$ cat src/ioport_params.svh
// Constants for the I/O-port control register window: offsets, resets,
// decoder term layout and the width of the sampled pin bundle.
// Assumes inclusion by bare name from the package and the design modules.
`ifndef IOPORT_PARAMS_SVH
`define IOPORT_PARAMS_SVH

// ----------------------------------------------------------------------
// Register offsets inside the port region (low five address bits)
// ----------------------------------------------------------------------
`define OFF_PIN_A 5'h02
`define OFF_PIN_B 5'h03
`define OFF_DIR_A 5'h04
`define OFF_DIR_B 5'h05
`define OFF_LATCH_A 5'h06
`define OFF_LATCH_B 5'h07
`define OFF_POWER 5'h10
`define OFF_PAGE 5'h18
`define REGION_BYTES 24

// ----------------------------------------------------------------------
// Reset values
// ----------------------------------------------------------------------
`define DIR_RESET 8'h00
`define LATCH_RESET 8'h00
`define POWER_RESET 8'h00
`define PAGE_RESET 8'h00
`define PIN_RESET 8'h00

// ----------------------------------------------------------------------
// Product-term array layout
// ----------------------------------------------------------------------
`define DEC_W 11
`define TERM_COUNT 28
`define WIDE_TERMS 4
`define NARROW_BASE 16
`define NARROW_TERMS 2
`define SINGLE_BASE 24
`define REGION_TERM 27

// ----------------------------------------------------------------------
// Sampled pin bundle: rd, wr, bhe_n, wide, addr, wdata, port C, A, B
// ----------------------------------------------------------------------
`define SAMPLE_W 55

`endif

$ cat src/ioport_pkg.sv
// Types shared by the I/O-port register window design.
// Assumes ioport_params.svh is on the include path.
`include "ioport_params.svh"

package ioport_pkg;

   // Two-stage synchroniser state.
   typedef struct packed {
      logic [`SAMPLE_W-1:0] meta;
      logic [`SAMPLE_W-1:0] stable;
   } sampler_state_t;

   // Complete state of the register window.
   typedef struct packed {
      logic rd_prev;
      logic wr_prev;
      logic [7:0] pin_a;
      logic [7:0] pin_b;
      logic [7:0] dir_a;
      logic [7:0] dir_b;
      logic [7:0] latch_a;
      logic [7:0] latch_b;
      logic [7:0] power;
      logic [7:0] page;
      logic [15:0] rdata;
      logic rdata_oe;
      logic [3:0] wide_cs;
      logic [3:0] narrow_cs;
      logic [2:0] single_cs;
      logic [7:0] pa_out;
      logic [7:0] pa_oe;
      logic [7:0] pb_out;
      logic [7:0] pb_oe;
      logic [2:0] pc_out;
      logic [2:0] pc_oe;
   } window_state_t;

   // Register addressed by the current access.
   typedef enum {REG_NONE, REG_PIN, REG_DIR, REG_LATCH, REG_POWER, REG_PAGE} reg_kind_t;

endpackage

$ cat src/port_pin_sampler.sv
// Two flip-flop synchroniser for every asynchronous pin of the block.
// Assumes the raw bundle comes straight from pads; only stable is read.
`timescale 1ns/10ps
`include "ioport_params.svh"

module port_pin_sampler (
   input wire logic core_clk,
   input wire logic reset,
   input wire logic [`SAMPLE_W-1:0] raw,
   output logic [`SAMPLE_W-1:0] stable
);
   import ioport_pkg::*;

   ioport_pkg::sampler_state_t st_q;
   ioport_pkg::sampler_state_t st_d;

   // The first stage feeds only the second, so metastability settles there.
   always_comb begin
      st_d = st_q;
      st_d.meta = raw;
      st_d.stable = st_q.meta;
   end

   // Synchronous reset clears both stages.
   always_ff @(posedge core_clk) begin
      if (reset) begin
         st_q <= '0;
      end else begin
         st_q <= st_d;
      end
   end

   assign stable = st_q.stable;
endmodule

$ cat src/cs_term_array.sv
// Programmable product-term array over the decoder inputs.
// Assumes care and match come from static configuration, not the bus.
`timescale 1ns/10ps
`include "ioport_params.svh"

module cs_term_array (
   input wire logic [`DEC_W-1:0] dec_in,
   input wire logic [`TERM_COUNT-1:0][`DEC_W-1:0] term_care,
   input wire logic [`TERM_COUNT-1:0][`DEC_W-1:0] term_match,
   output logic [`TERM_COUNT-1:0] hits
);
   import ioport_pkg::*;

   // A term is true when every cared-for input equals its match bit.
   always_comb begin
      for (int t = 0; t < `TERM_COUNT; t++) begin
         hits[t] = (((dec_in ^ term_match[t]) & term_care[t]) == '0);
      end
   end
endmodule

$ cat src/io_port_control_register_decode.sv
// I/O-port control register window with the secondary chip-select terms.
// Assumes a host on an 8-bit or 16-bit bus whose strobes are asynchronous.
`timescale 1ns/10ps
`include "ioport_params.svh"

module io_port_control_register_decode #(
   parameter bit HAS_POWER_REG = 1'b1
) (
   input wire logic core_clk,
   input wire logic reset,
   input wire logic bus_wide,
   input wire logic rd_strobe,
   input wire logic wr_strobe,
   input wire logic bus_high_enable_n,
   input wire logic [15:0] addr,
   input wire logic [15:0] wdata,
   output logic [15:0] rdata,
   output logic rdata_oe,
   input wire logic [`TERM_COUNT-1:0][`DEC_W-1:0] term_care,
   input wire logic [`TERM_COUNT-1:0][`DEC_W-1:0] term_match,
   input wire logic [7:0] route_b,
   input wire logic [2:0] route_c,
   input wire logic [7:0] port_a_in,
   output logic [7:0] port_a_out,
   output logic [7:0] port_a_oe,
   input wire logic [7:0] port_b_in,
   output logic [7:0] port_b_out,
   output logic [7:0] port_b_oe,
   input wire logic [2:0] port_c_in,
   output logic [2:0] port_c_out,
   output logic [2:0] port_c_oe,
   output logic [3:0] wide_term_selects,
   output logic [3:0] narrow_term_selects,
   output logic [2:0] single_term_selects,
   output logic [7:0] power_saving_control,
   output logic [7:0] page_select
);
   import ioport_pkg::*;

   // ------------------------------------------------------------------
   // Pin sampling
   // ------------------------------------------------------------------
   logic [`SAMPLE_W-1:0] raw;
   logic [`SAMPLE_W-1:0] stable;
   logic rd_s;
   logic wr_s;
   logic bhe_n_s;
   logic wide_s;
   logic [15:0] addr_s;
   logic [15:0] wdata_s;
   logic [2:0] pc_s;
   logic [7:0] pa_s;
   logic [7:0] pb_s;

   // Bus strobes, address, data and pins all arrive from pads.
   assign raw = {rd_strobe, wr_strobe, bus_high_enable_n, bus_wide, addr, wdata,
                 port_c_in, port_a_in, port_b_in};
   assign {rd_s, wr_s, bhe_n_s, wide_s, addr_s, wdata_s, pc_s, pa_s, pb_s} = stable;

   port_pin_sampler sampler (
      .core_clk(core_clk),
      .reset(reset),
      .raw(raw),
      .stable(stable)
   );

   // ------------------------------------------------------------------
   // Product terms
   // ------------------------------------------------------------------
   logic [`DEC_W-1:0] dec_in;
   logic [`TERM_COUNT-1:0] hits;
   logic [3:0] wide_or;
   logic [3:0] narrow_or;
   logic [2:0] single_or;
   logic port_region_select;

   // Port C bits extend the upper address lines, refining the boundary.
   // finer region decode
   assign dec_in = {addr_s[15:8], pc_s};

   cs_term_array terms (
      .dec_in(dec_in),
      .term_care(term_care),
      .term_match(term_match),
      .hits(hits)
   );

   // Sum the terms of each select group.
   always_comb begin
      for (int i = 0; i < 4; i++) begin
         wide_or[i] = |hits[i*`WIDE_TERMS +: `WIDE_TERMS];
         narrow_or[i] = |hits[`NARROW_BASE + i*`NARROW_TERMS +: `NARROW_TERMS];
      end
      single_or = hits[`SINGLE_BASE +: 3];
   end

   assign port_region_select = hits[`REGION_TERM];

   // ------------------------------------------------------------------
   // Register decode
   // ------------------------------------------------------------------
   // Selects the byte lanes: on a wide bus the even address carries port A
   // on the low lane and the enable carries port B on the high lane.
   function automatic logic [1:0] lane_sel(input logic wide, input logic a0,
                                          input logic bhe_n);
      logic [1:0] sel;
      if (wide) begin
         sel = {~bhe_n, ~a0};
      end else begin
         sel = {a0, ~a0};
      end
      return sel;
   endfunction

   // Maps the low offset bits onto the register kind.
   function automatic reg_kind_t kind_of(input logic [4:0] off, input logic wide);
      reg_kind_t k;
      case ({off[4:1], 1'b0})
         `OFF_PIN_A: k = REG_PIN;
         `OFF_DIR_A: k = REG_DIR;
         `OFF_LATCH_A: k = REG_LATCH;
         `OFF_POWER: k = (HAS_POWER_REG && (wide || !off[0])) ? REG_POWER : REG_NONE;
         `OFF_PAGE: k = (wide || !off[0]) ? REG_PAGE : REG_NONE;
         default: k = REG_NONE;
      endcase
      return k;
   endfunction

   logic [4:0] off;
   reg_kind_t kind;
   logic [1:0] sel;
   logic mapped;
   logic wr_pulse;
   window_state_t q;
   window_state_t d;

   always_comb begin
      off = addr_s[4:0];
      kind = kind_of(off, wide_s);
      sel = lane_sel(wide_s, off[0], bhe_n_s);
      mapped = port_region_select && (kind != REG_NONE) &&
               ((kind == REG_POWER) || (kind == REG_PAGE) || (sel != 2'b00));
      wr_pulse = wr_s && !q.wr_prev;
   end

   // ------------------------------------------------------------------
   // State update
   // ------------------------------------------------------------------
   logic [7:0] wr_a;
   logic [7:0] wr_b;

   // All state is computed here; outputs are direct flop copies.
   always_comb begin
      d = q;
      wr_a = wdata_s[7:0];
      wr_b = wide_s ? wdata_s[15:8] : wdata_s[7:0];
      d.rd_prev = rd_s;
      d.wr_prev = wr_s;
      d.pin_a = pa_s;
      d.pin_b = pb_s;
      if (wr_pulse && mapped) begin
         case (kind)
            REG_DIR: begin
               if (sel[0]) d.dir_a = wr_a;
               if (sel[1]) d.dir_b = wr_b;
            end
            REG_LATCH: begin
               if (sel[0]) d.latch_a = wr_a;
               if (sel[1]) d.latch_b = wr_b;
            end
            REG_POWER: d.power = wr_a;
            REG_PAGE: d.page = wr_a;
            default: d.page = q.page;
         endcase
      end
      // Read data is refreshed every cycle so a held strobe sees live pins.
      d.rdata = '0;
      d.rdata_oe = rd_s && mapped && !wr_s;
      case (kind)
         REG_PIN: begin
            if (sel[0]) d.rdata[7:0] = q.pin_a;
            if (sel[1] && wide_s) d.rdata[15:8] = q.pin_b;
            if (sel[1] && !wide_s) d.rdata[7:0] = q.pin_b;
         end
         REG_DIR: begin
            if (sel[0]) d.rdata[7:0] = q.dir_a;
            if (sel[1] && wide_s) d.rdata[15:8] = q.dir_b;
            if (sel[1] && !wide_s) d.rdata[7:0] = q.dir_b;
         end
         REG_LATCH: begin
            if (sel[0]) d.rdata[7:0] = q.latch_a;
            if (sel[1] && wide_s) d.rdata[15:8] = q.latch_b;
            if (sel[1] && !wide_s) d.rdata[7:0] = q.latch_b;
         end
         REG_POWER: d.rdata[7:0] = q.power;
         REG_PAGE: d.rdata[7:0] = q.page;
         default: d.rdata = '0;
      endcase
      d.wide_cs = wide_or;
      d.narrow_cs = narrow_or;
      d.single_cs = single_or;
      d.pa_out = q.latch_a;
      d.pa_oe = q.dir_a;
      for (int i = 0; i < 8; i++) begin
         if (route_b[i]) begin
            d.pb_out[i] = (i < 4) ? q.wide_cs[i[1:0]] : q.narrow_cs[i[1:0]];
         end else begin
            d.pb_out[i] = q.latch_b[i];
         end
      end
      d.pb_oe = q.dir_b | route_b;
      d.pc_out = q.single_cs;
      d.pc_oe = route_c;
   end

   always_ff @(posedge core_clk) begin
      if (reset) begin
         q <= '0;
         q.dir_a <= `DIR_RESET;
         q.dir_b <= `DIR_RESET;
         q.latch_a <= `LATCH_RESET;
         q.latch_b <= `LATCH_RESET;
         q.power <= `POWER_RESET;
         q.page <= `PAGE_RESET;
         q.pin_a <= `PIN_RESET;
         q.pin_b <= `PIN_RESET;
      end else begin
         q <= d;
      end
   end

   // Flop copies onto the ports.
   assign rdata = q.rdata;
   assign rdata_oe = q.rdata_oe;
   assign port_a_out = q.pa_out;
   assign port_a_oe = q.pa_oe;
   assign port_b_out = q.pb_out;
   assign port_b_oe = q.pb_oe;
   assign port_c_out = q.pc_out;
   assign port_c_oe = q.pc_oe;
   assign wide_term_selects = q.wide_cs;
   assign narrow_term_selects = q.narrow_cs;
   assign single_term_selects = q.single_cs;
   assign power_saving_control = q.power;
   assign page_select = q.page;

   // ------------------------------------------------------------------
   // Assertions
   // ------------------------------------------------------------------
   AST_WIDE_SUM: assert property (@(posedge core_clk) disable iff (reset)
      (|hits[3:0]) |=> wide_term_selects[0] ##1 (!$past(route_b[0]) || port_b_out[0]))
      else $error("Wide select 0 missed a true term.");

   AST_NARROW_SUM: assert property (@(posedge core_clk) disable iff (reset)
      !(hits[`NARROW_BASE] || hits[`NARROW_BASE + 1]) |=> !narrow_term_selects[0])
      else $error("Narrow select 0 set without a true term.");

   AST_SINGLE_TERM: assert property (@(posedge core_clk) disable iff (reset)
      hits[`SINGLE_BASE] |=> single_term_selects[0] ##1 (port_c_out[0]))
      else $error("Single select 0 did not follow its term.");

   AST_ROUTE_DRIVES: assert property (@(posedge core_clk) disable iff (reset)
      1'b1 |=> (port_c_oe == $past(route_c)))
      else $error("Routed port C pin not enabled.");

   AST_REGION_GATE: assert property (@(posedge core_clk) disable iff (reset)
      !port_region_select |=> !rdata_oe)
      else $error("Read answered outside the port region.");

   AST_PIN_WRITE_IGNORED: assert property (@(posedge core_clk) disable iff (reset)
      (wr_pulse && kind == REG_PIN) |=> ($stable(q.dir_a) && $stable(q.latch_a) &&
                                         $stable(q.dir_b) && $stable(q.latch_b)))
      else $error("Pin-level write changed a register.");

   AST_RESET_CLEARS: assert property (@(posedge core_clk)
      $past(reset) |-> (port_a_oe == 8'h00 && q.latch_a == 8'h00 && q.dir_b == 8'h00))
      else $error("Direction or latch not cleared by reset.");

   AST_PIN_LEVEL: assert property (@(posedge core_clk) disable iff (reset)
      1'b1 |=> (q.pin_a == $past(pa_s)))
      else $error("Pin level does not follow the sampled pad.");

   AST_HIGH_LANE_GUARD: assert property (@(posedge core_clk) disable iff (reset)
      (wr_pulse && wide_s && bhe_n_s) |=> $stable(q.latch_b) && $stable(q.dir_b))
      else $error("Port B byte written with enable high.");

   AST_NARROW_LATCH_A: assert property (@(posedge core_clk) disable iff (reset)
      (wr_pulse && port_region_select && !wide_s && off == `OFF_LATCH_A)
      |=> (q.latch_a == $past(wdata_s[7:0])) ##2 (port_a_out == $past(wdata_s[7:0], 3)))
      else $error("Narrow port A latch write lost.");
endmodule

$ cat config.mk
export PLATFORM = sky130hd
export DESIGN_NAME = io_port_control_register_decode
export DESIGN_NICKNAME = d
export VERILOG_FILES = /design/src/ioport_pkg.sv /design/src/port_pin_sampler.sv /design/src/cs_term_array.sv /design/src/io_port_control_register_decode.sv
export VERILOG_INCLUDE_DIRS = /design/src
export SDC_FILE = /design/constraint.sdc
export NUM_CORES = 1
export LEC_CHECK = 0
export BUFFER_PORTS_ARGS = -buffer_cell sky130_fd_sc_hd__buf_2
export CORE_AREA = 5 5 296 298
export CTS_CLUSTER_SIZE = 25
export DETAILED_ROUTE_END_ITERATION = 16
export DIE_AREA = 0 0 301 303
export PLACE_DENSITY = 0.38
export SLEW_MARGIN = 20
export SYNTH_ARGS = -nofsm -noshare
export SYNTH_HDL_FRONTEND = slang
export SYNTH_HIERARCHICAL = 1
export SYNTH_SLANG_ARGS = --single-unit
export TNS_END_PERCENT = 20
$ cat constraint.sdc
create_clock -name core_clk -period 3.49 [get_ports core_clk]
set_input_delay 0.5235 -clock core_clk [delete_from_list [all_inputs] [get_ports core_clk]]
set_output_delay 0.5235 -clock core_clk [all_outputs]
set_load 0.05 [all_outputs]
# Yosys cells after proc, flatten, opt, wreduce, memory -nomap -nowiden
# Index checks and enable logic that the tools add are counted.
# op_classes
n_mux	24
eq_ne	12
n_bitwise	59
reduce_logical	59
# ops
operator	count
11-bit AND	28
11-bit zero test	28
11-bit XOR	28
8-bit 2-to-1 mux	10
32-bit by 2-bit == test with 1-bit output, second input constant	2
32-bit by 3-bit == test with 1-bit output, second input constant	2
32-bit by 4-bit == test with 1-bit output, second input constant	2
8-bit one-hot mux with 5 select lines	1
32-bit by 1-bit == test with 1-bit output, second input constant	1
32-bit nonzero test	1
8-bit one-hot mux with 3 select lines	1
4-bit OR reduction	4
3-bit one-hot mux with 5 select lines	1
3-bit AND reduction	4
4-bit by 2-bit == test with 1-bit output, second input constant	2
4-bit == test, second input constant	2
1-bit logical AND	8
1-bit 2-to-1 mux	8
8-bit bitwise OR	1
2-bit OR reduction	4
3-bit 2-to-1 mux	2
4-bit by 1-bit == test with 1-bit output, second input constant	1
1-bit zero test	4
2-bit AND reduction	2
4 further kinds	7
# word_totals
ff_bits	241
wordCells	176

# Longest topological paths before layout
# depth
ltp_word	10
mapped_depth	11
depth_no_buf	8

# Hierarchy
# Netlist, hierarchy kept.
# by_module_without_submodules
module	n_inst	area_each_um2	seq_area_each_um2	cells_each
io_port_control_register_decode	1	5371.4	2622.5	539
cs_term_array	1	4581.9	0.0	509
port_pin_sampler	1	3019.1	2202.1	232

# Worst setup path after synthesis
# Ideal clock, no wire load.
# synth_timing
kind	register to register
start	register sampler.st_q (netlist bit sampler/stable[45])
end	register q[103] (netlist bit)
path_stages_with_launch	12
n_path_buf	3
period_less_slack_ps	2502
required_time_ps	3404
setup_slack_ps	988
arrival_time_ps	2416
path_cell_list	dfxtp_1 > buf_6 > buf_6 > xor2_1 > a22o_1 > a221oi_2 > and3_1 > nand4b_1 > a2111oi_4 > buf_2 > nor2_1 > a211oi_1
# synth_between
elab_chain_len	7
# synth_rtl
element	line	text
from (decl)	port_pin_sampler.sv:14	ioport_pkg::sampler_state_t st_q;
from (signal assigned)	port_pin_sampler.sv:29	st_q <= st_d;
11-bit XOR	cs_term_array.sv:17	hits[t] = (((dec_in ^ term_match[t]) & term_care[t]) == '0);
11-bit AND	cs_term_array.sv:17	
11-bit zero test	cs_term_array.sv:17	
via hits[27]	io_port_control_register_decode.sv:71	logic [`TERM_COUNT-1:0] hits;
1-bit logical AND (2 in series)	io_port_control_register_decode.sv:141	mapped = port_region_select && (kind != REG_NONE) &&
1-bit logical AND	io_port_control_register_decode.sv:161	if (wr_pulse && mapped) begin
3-bit AND reduction (no line)	n/a	
to (decl)	io_port_control_register_decode.sv:134	window_state_t q;
# The timed path passes the listed nets, and every way through them passes these cells.
# A chain may end at the register's enable or synchronous reset.

# Worst setup path after layout
# layout_timing
start	register sampler.st_q (netlist bit sampler/stable[49])
end	register q (netlist bit page_select[6])
# layout_between
elab_chain_len	7
# layout_rtl
element	line
11-bit XOR	cs_term_array.sv:17
11-bit AND	cs_term_array.sv:17
11-bit zero test	cs_term_array.sv:17
via hits[27]	io_port_control_register_decode.sv:71
1-bit logical AND (2 in series)	io_port_control_register_decode.sv:141
1-bit logical AND	io_port_control_register_decode.sv:161
2-bit AND reduction (no line)	n/a
# The timed path passes the listed nets, and every way through them passes these cells.

==> impl_metrics.py <==
metrics = {
    "finish": {
        "fillCellCount": 9580,
        "layout-area-overhead-vs-synth_pct": 41.76,
        "layout_commonest_cell": "buf_2",
        "nets": 2626,
        "final_cell_mix": "buf_2, xor2_1, dfxtp_1",
        "final_util": 0.2147,
        "drive_gt1_frac": 0.4604,
    },
    "sta": {
        "fmax_ghz": 0.3633,
        "period_minus_slack_ns": 2.753,
        "clock-skew-final_ns": 0.03162,
        "fin_crit_sh": 0.7887,
        "rsz0062_at_grt": "no",
        "maxSlewViolCount": 0,
        "hold_viol": 0,
        "timing.slew.headroom": 0.4593,
        "worst_slack_ns": 0.7374,
        "worstMarginPinSlew_ns": 0.8100,
        "setup_viol": 0,
        "finalSetupTns_ns": 0,
    },
    "worst_setup_path": {
        "critical_path_class": "register to register",
        "cp_cell_sequence": "xor2_1 -> a222oi_1 -> and3_1 -> nand3b_1 -> or4b_1 -> mux2i_1 -> nor2_1",
        "reg2reg_to": "page_select[6]$_SDFFE_PP0P_",
        "reg2reg_setup_slack_ns": 0.74,
        "slowest_delay_ns": 0.79,
        "critPathRequiredTime_ns": 3.93,
        "reg2reg_depth": 7,
        "cp_max_fo": 8,
        "r2r_start": "sampler/stable[49]$_SDFF_PP0_",
        "cp-end-kind": "register",
        "slowest_stage": "or4b_1",
        "crit_path_start_kind": "register",
        "critical_path_arrival_ns": 3.19,
    },
    "min_path": {
        "holdPathStages": 2,
        "worstHoldStart": "port_a_in[3]",
        "whs_endpoint": "sampler/st_d[11]$_SDFF_PP0_",
        "hold_path_class": "input port to register",
    },
    "run": {
        "drv_cap": 0,
    },
    "clock_tree": {
        "cts_tree": "done",
        "clock-sinks": 235,
        "clkTransAtPathRegs_ns": 0.06,
        "post_cts_buffers": 0,
        "clockBufferDepth": 3,
        "post_cts_resized": 0,
        "cts_hold_buf": 0,
        "htreeDepth": 1,
        "ctsRootBufferMaster": "clkbuf_16",
        "numCtsBuffers": 27,
        "clock_latency_ns": 0.56,
    },
    "pwr": {
        "p_sw_frac": 0.2866,
        "combinationalPowerShare": 0.198,
        "intPower_w": 0.005064,
        "power_frac_clock": 0.406,
        "p_switching_w": 0.002034,
        "ir_worst_vdd_uv": 343.2,
        "p_seq_frac": 0.397,
        "p_leak_nw": 8.984,
        "powerDensity_mw_per_mm2": 390.7,
    },
    "logic_synthesis": {
        "syn_nets": 1952,
        "yosys_warnings": 6,
        "netlist_instances": 1268,
        "synthesis.area_sq_mm": 0.01281,
        "syn_avg_cell_area_sq_um": 10.11,
    },
    "detailed_routing": {
        "vias": 12400,
        "drtIter0Drc": 686,
        "drc_errors": 0,
        "dr.pass1.iters": 5,
        "antenna_left": 0,
        "vias_per_cell": 3.967,
        "wirelength_microns": 90530,
        "avgRoutedWirePerCell_microns": 28.96,
    },
    "floorplan": {
        "dieWidth_microns": 301,
        "die_area_sq_mm": 0.09120,
        "core-area_sq_mm": 0.08461,
        "start_util": 0.1515,
        "io_pins": 766,
        "rows": 107,
        "die_h_microns": 303,
    },
    "place": {
        "globalplace.congestion": 0.9633,
        "hpwlAfterDp_microns": 78660,
        "io_buffers": 762,
        "place_ws_ns": 0.3711,
    },
    "global_route": {
        "grt_pass1_wl_microns": 117700,
        "antenna_found_initial": 84,
        "track_usage": 0.1882,
        "grt_pass1_vias": 13400,
        "grt_max_degree": 101,
        "grt_overflow": 0,
    },
    "run_status": {
        "outcome": "completed",
    },
}
flip-flops by register name, indices dropped and copies added (netlist names):
register	count
sampler/st_d	52
sampler/stable	52
q	33
d	16
rdata	16
page_select	8
port_a_oe	8
port_a_out	8
port_b_oe	8
port_b_out	8
power_saving_control	8
narrow_term_selects	4
wide_term_selects	4
port_c_oe	3
port_c_out	3
single_term_selects	3
rdata_oe	1
power groups by stage:
stage / sequential [W] / clock [W] / combinational (W)
2_1_floorplan: 0.00284 / 0 / 0.000670
3_3_place_gp: 0.00288 / 0 / 0.00142
3_5_place_dp: 0.00288 / 0 / 0.00142
4_1_cts: 0.00282 / 0.00302 / 0.00142
5_1_grt: 0.00282 / 0.00310 / 0.00150
6_report: 0.00281 / 0.00288 / 0.00140
routing by layer:
metal	share of wire	routed length (microns)	GRT usage
met1	0.44	39400	0.2413
met2	0.47	42130	0.3178
met3	0.077	6980	0.05703
met4	0.019	1702	0.03248
met5	0.0035	314	0
layout make-up:
cell class | count | area (sq um) | area share
Timing Repair Buffer | 798 | 4105 | 0.2260
Tap cell | 1144 | 1431 | 0.07879
Sequential cell | 235 | 4718 | 0.2597
Clock buffer | 31 | 700.7 | 0.03857
Clock inverter | 15 | 182.7 | 0.01006
Antenna cell | 23 | 57.56 | 0.003168
Inverter | 1 | 3.754 | 0.0002066
Multi-Input combinational cell | 879 | 6967 | 0.3835
stage by stage:
stage	power, W	area (sq um)	cells	hold slack [ns]
floorplan	0.003507	12810	1268	0.4138
global placement	0.004295	17230	3057	0.4215
detailed placement	0.004294	17230	3057	0.4204
CTS	0.007256	18110	3103	0.1265
global route	0.007427	18140	3114	0.1442
finish	0.007098	18170	3126	0.1668
how the worst max path moves through the flow:
stage	depth (start not counted)	start	end
2_1_floorplan	11	sampler/stable[45]$_SDFF_PP0_	q[103]$_SDFFE_PP0P_
3_3_place_gp	9	term_match[304]	page_select[0]$_SDFFE_PP0P_
3_5_place_dp	8	term_match[306]	page_select[3]$_SDFFE_PP0P_
4_1_cts	7	sampler/stable[49]$_SDFF_PP0_	page_select[3]$_SDFFE_PP0P_
5_1_grt	8	sampler/stable[47]$_SDFF_PP0_	page_select[5]$_SDFFE_PP0P_
6_report	7	sampler/stable[49]$_SDFF_PP0_	page_select[6]$_SDFFE_PP0P_
worst max-delay path, delay by kind of cell (launching register included):
family	cells	cell delay [ns]
mux	1	0.27
xor+xnor	1	0.16
flops	1	0.35
simple gates	4	1.47
compound gates	1	0.40
Power figures use the tool's default switching activity.
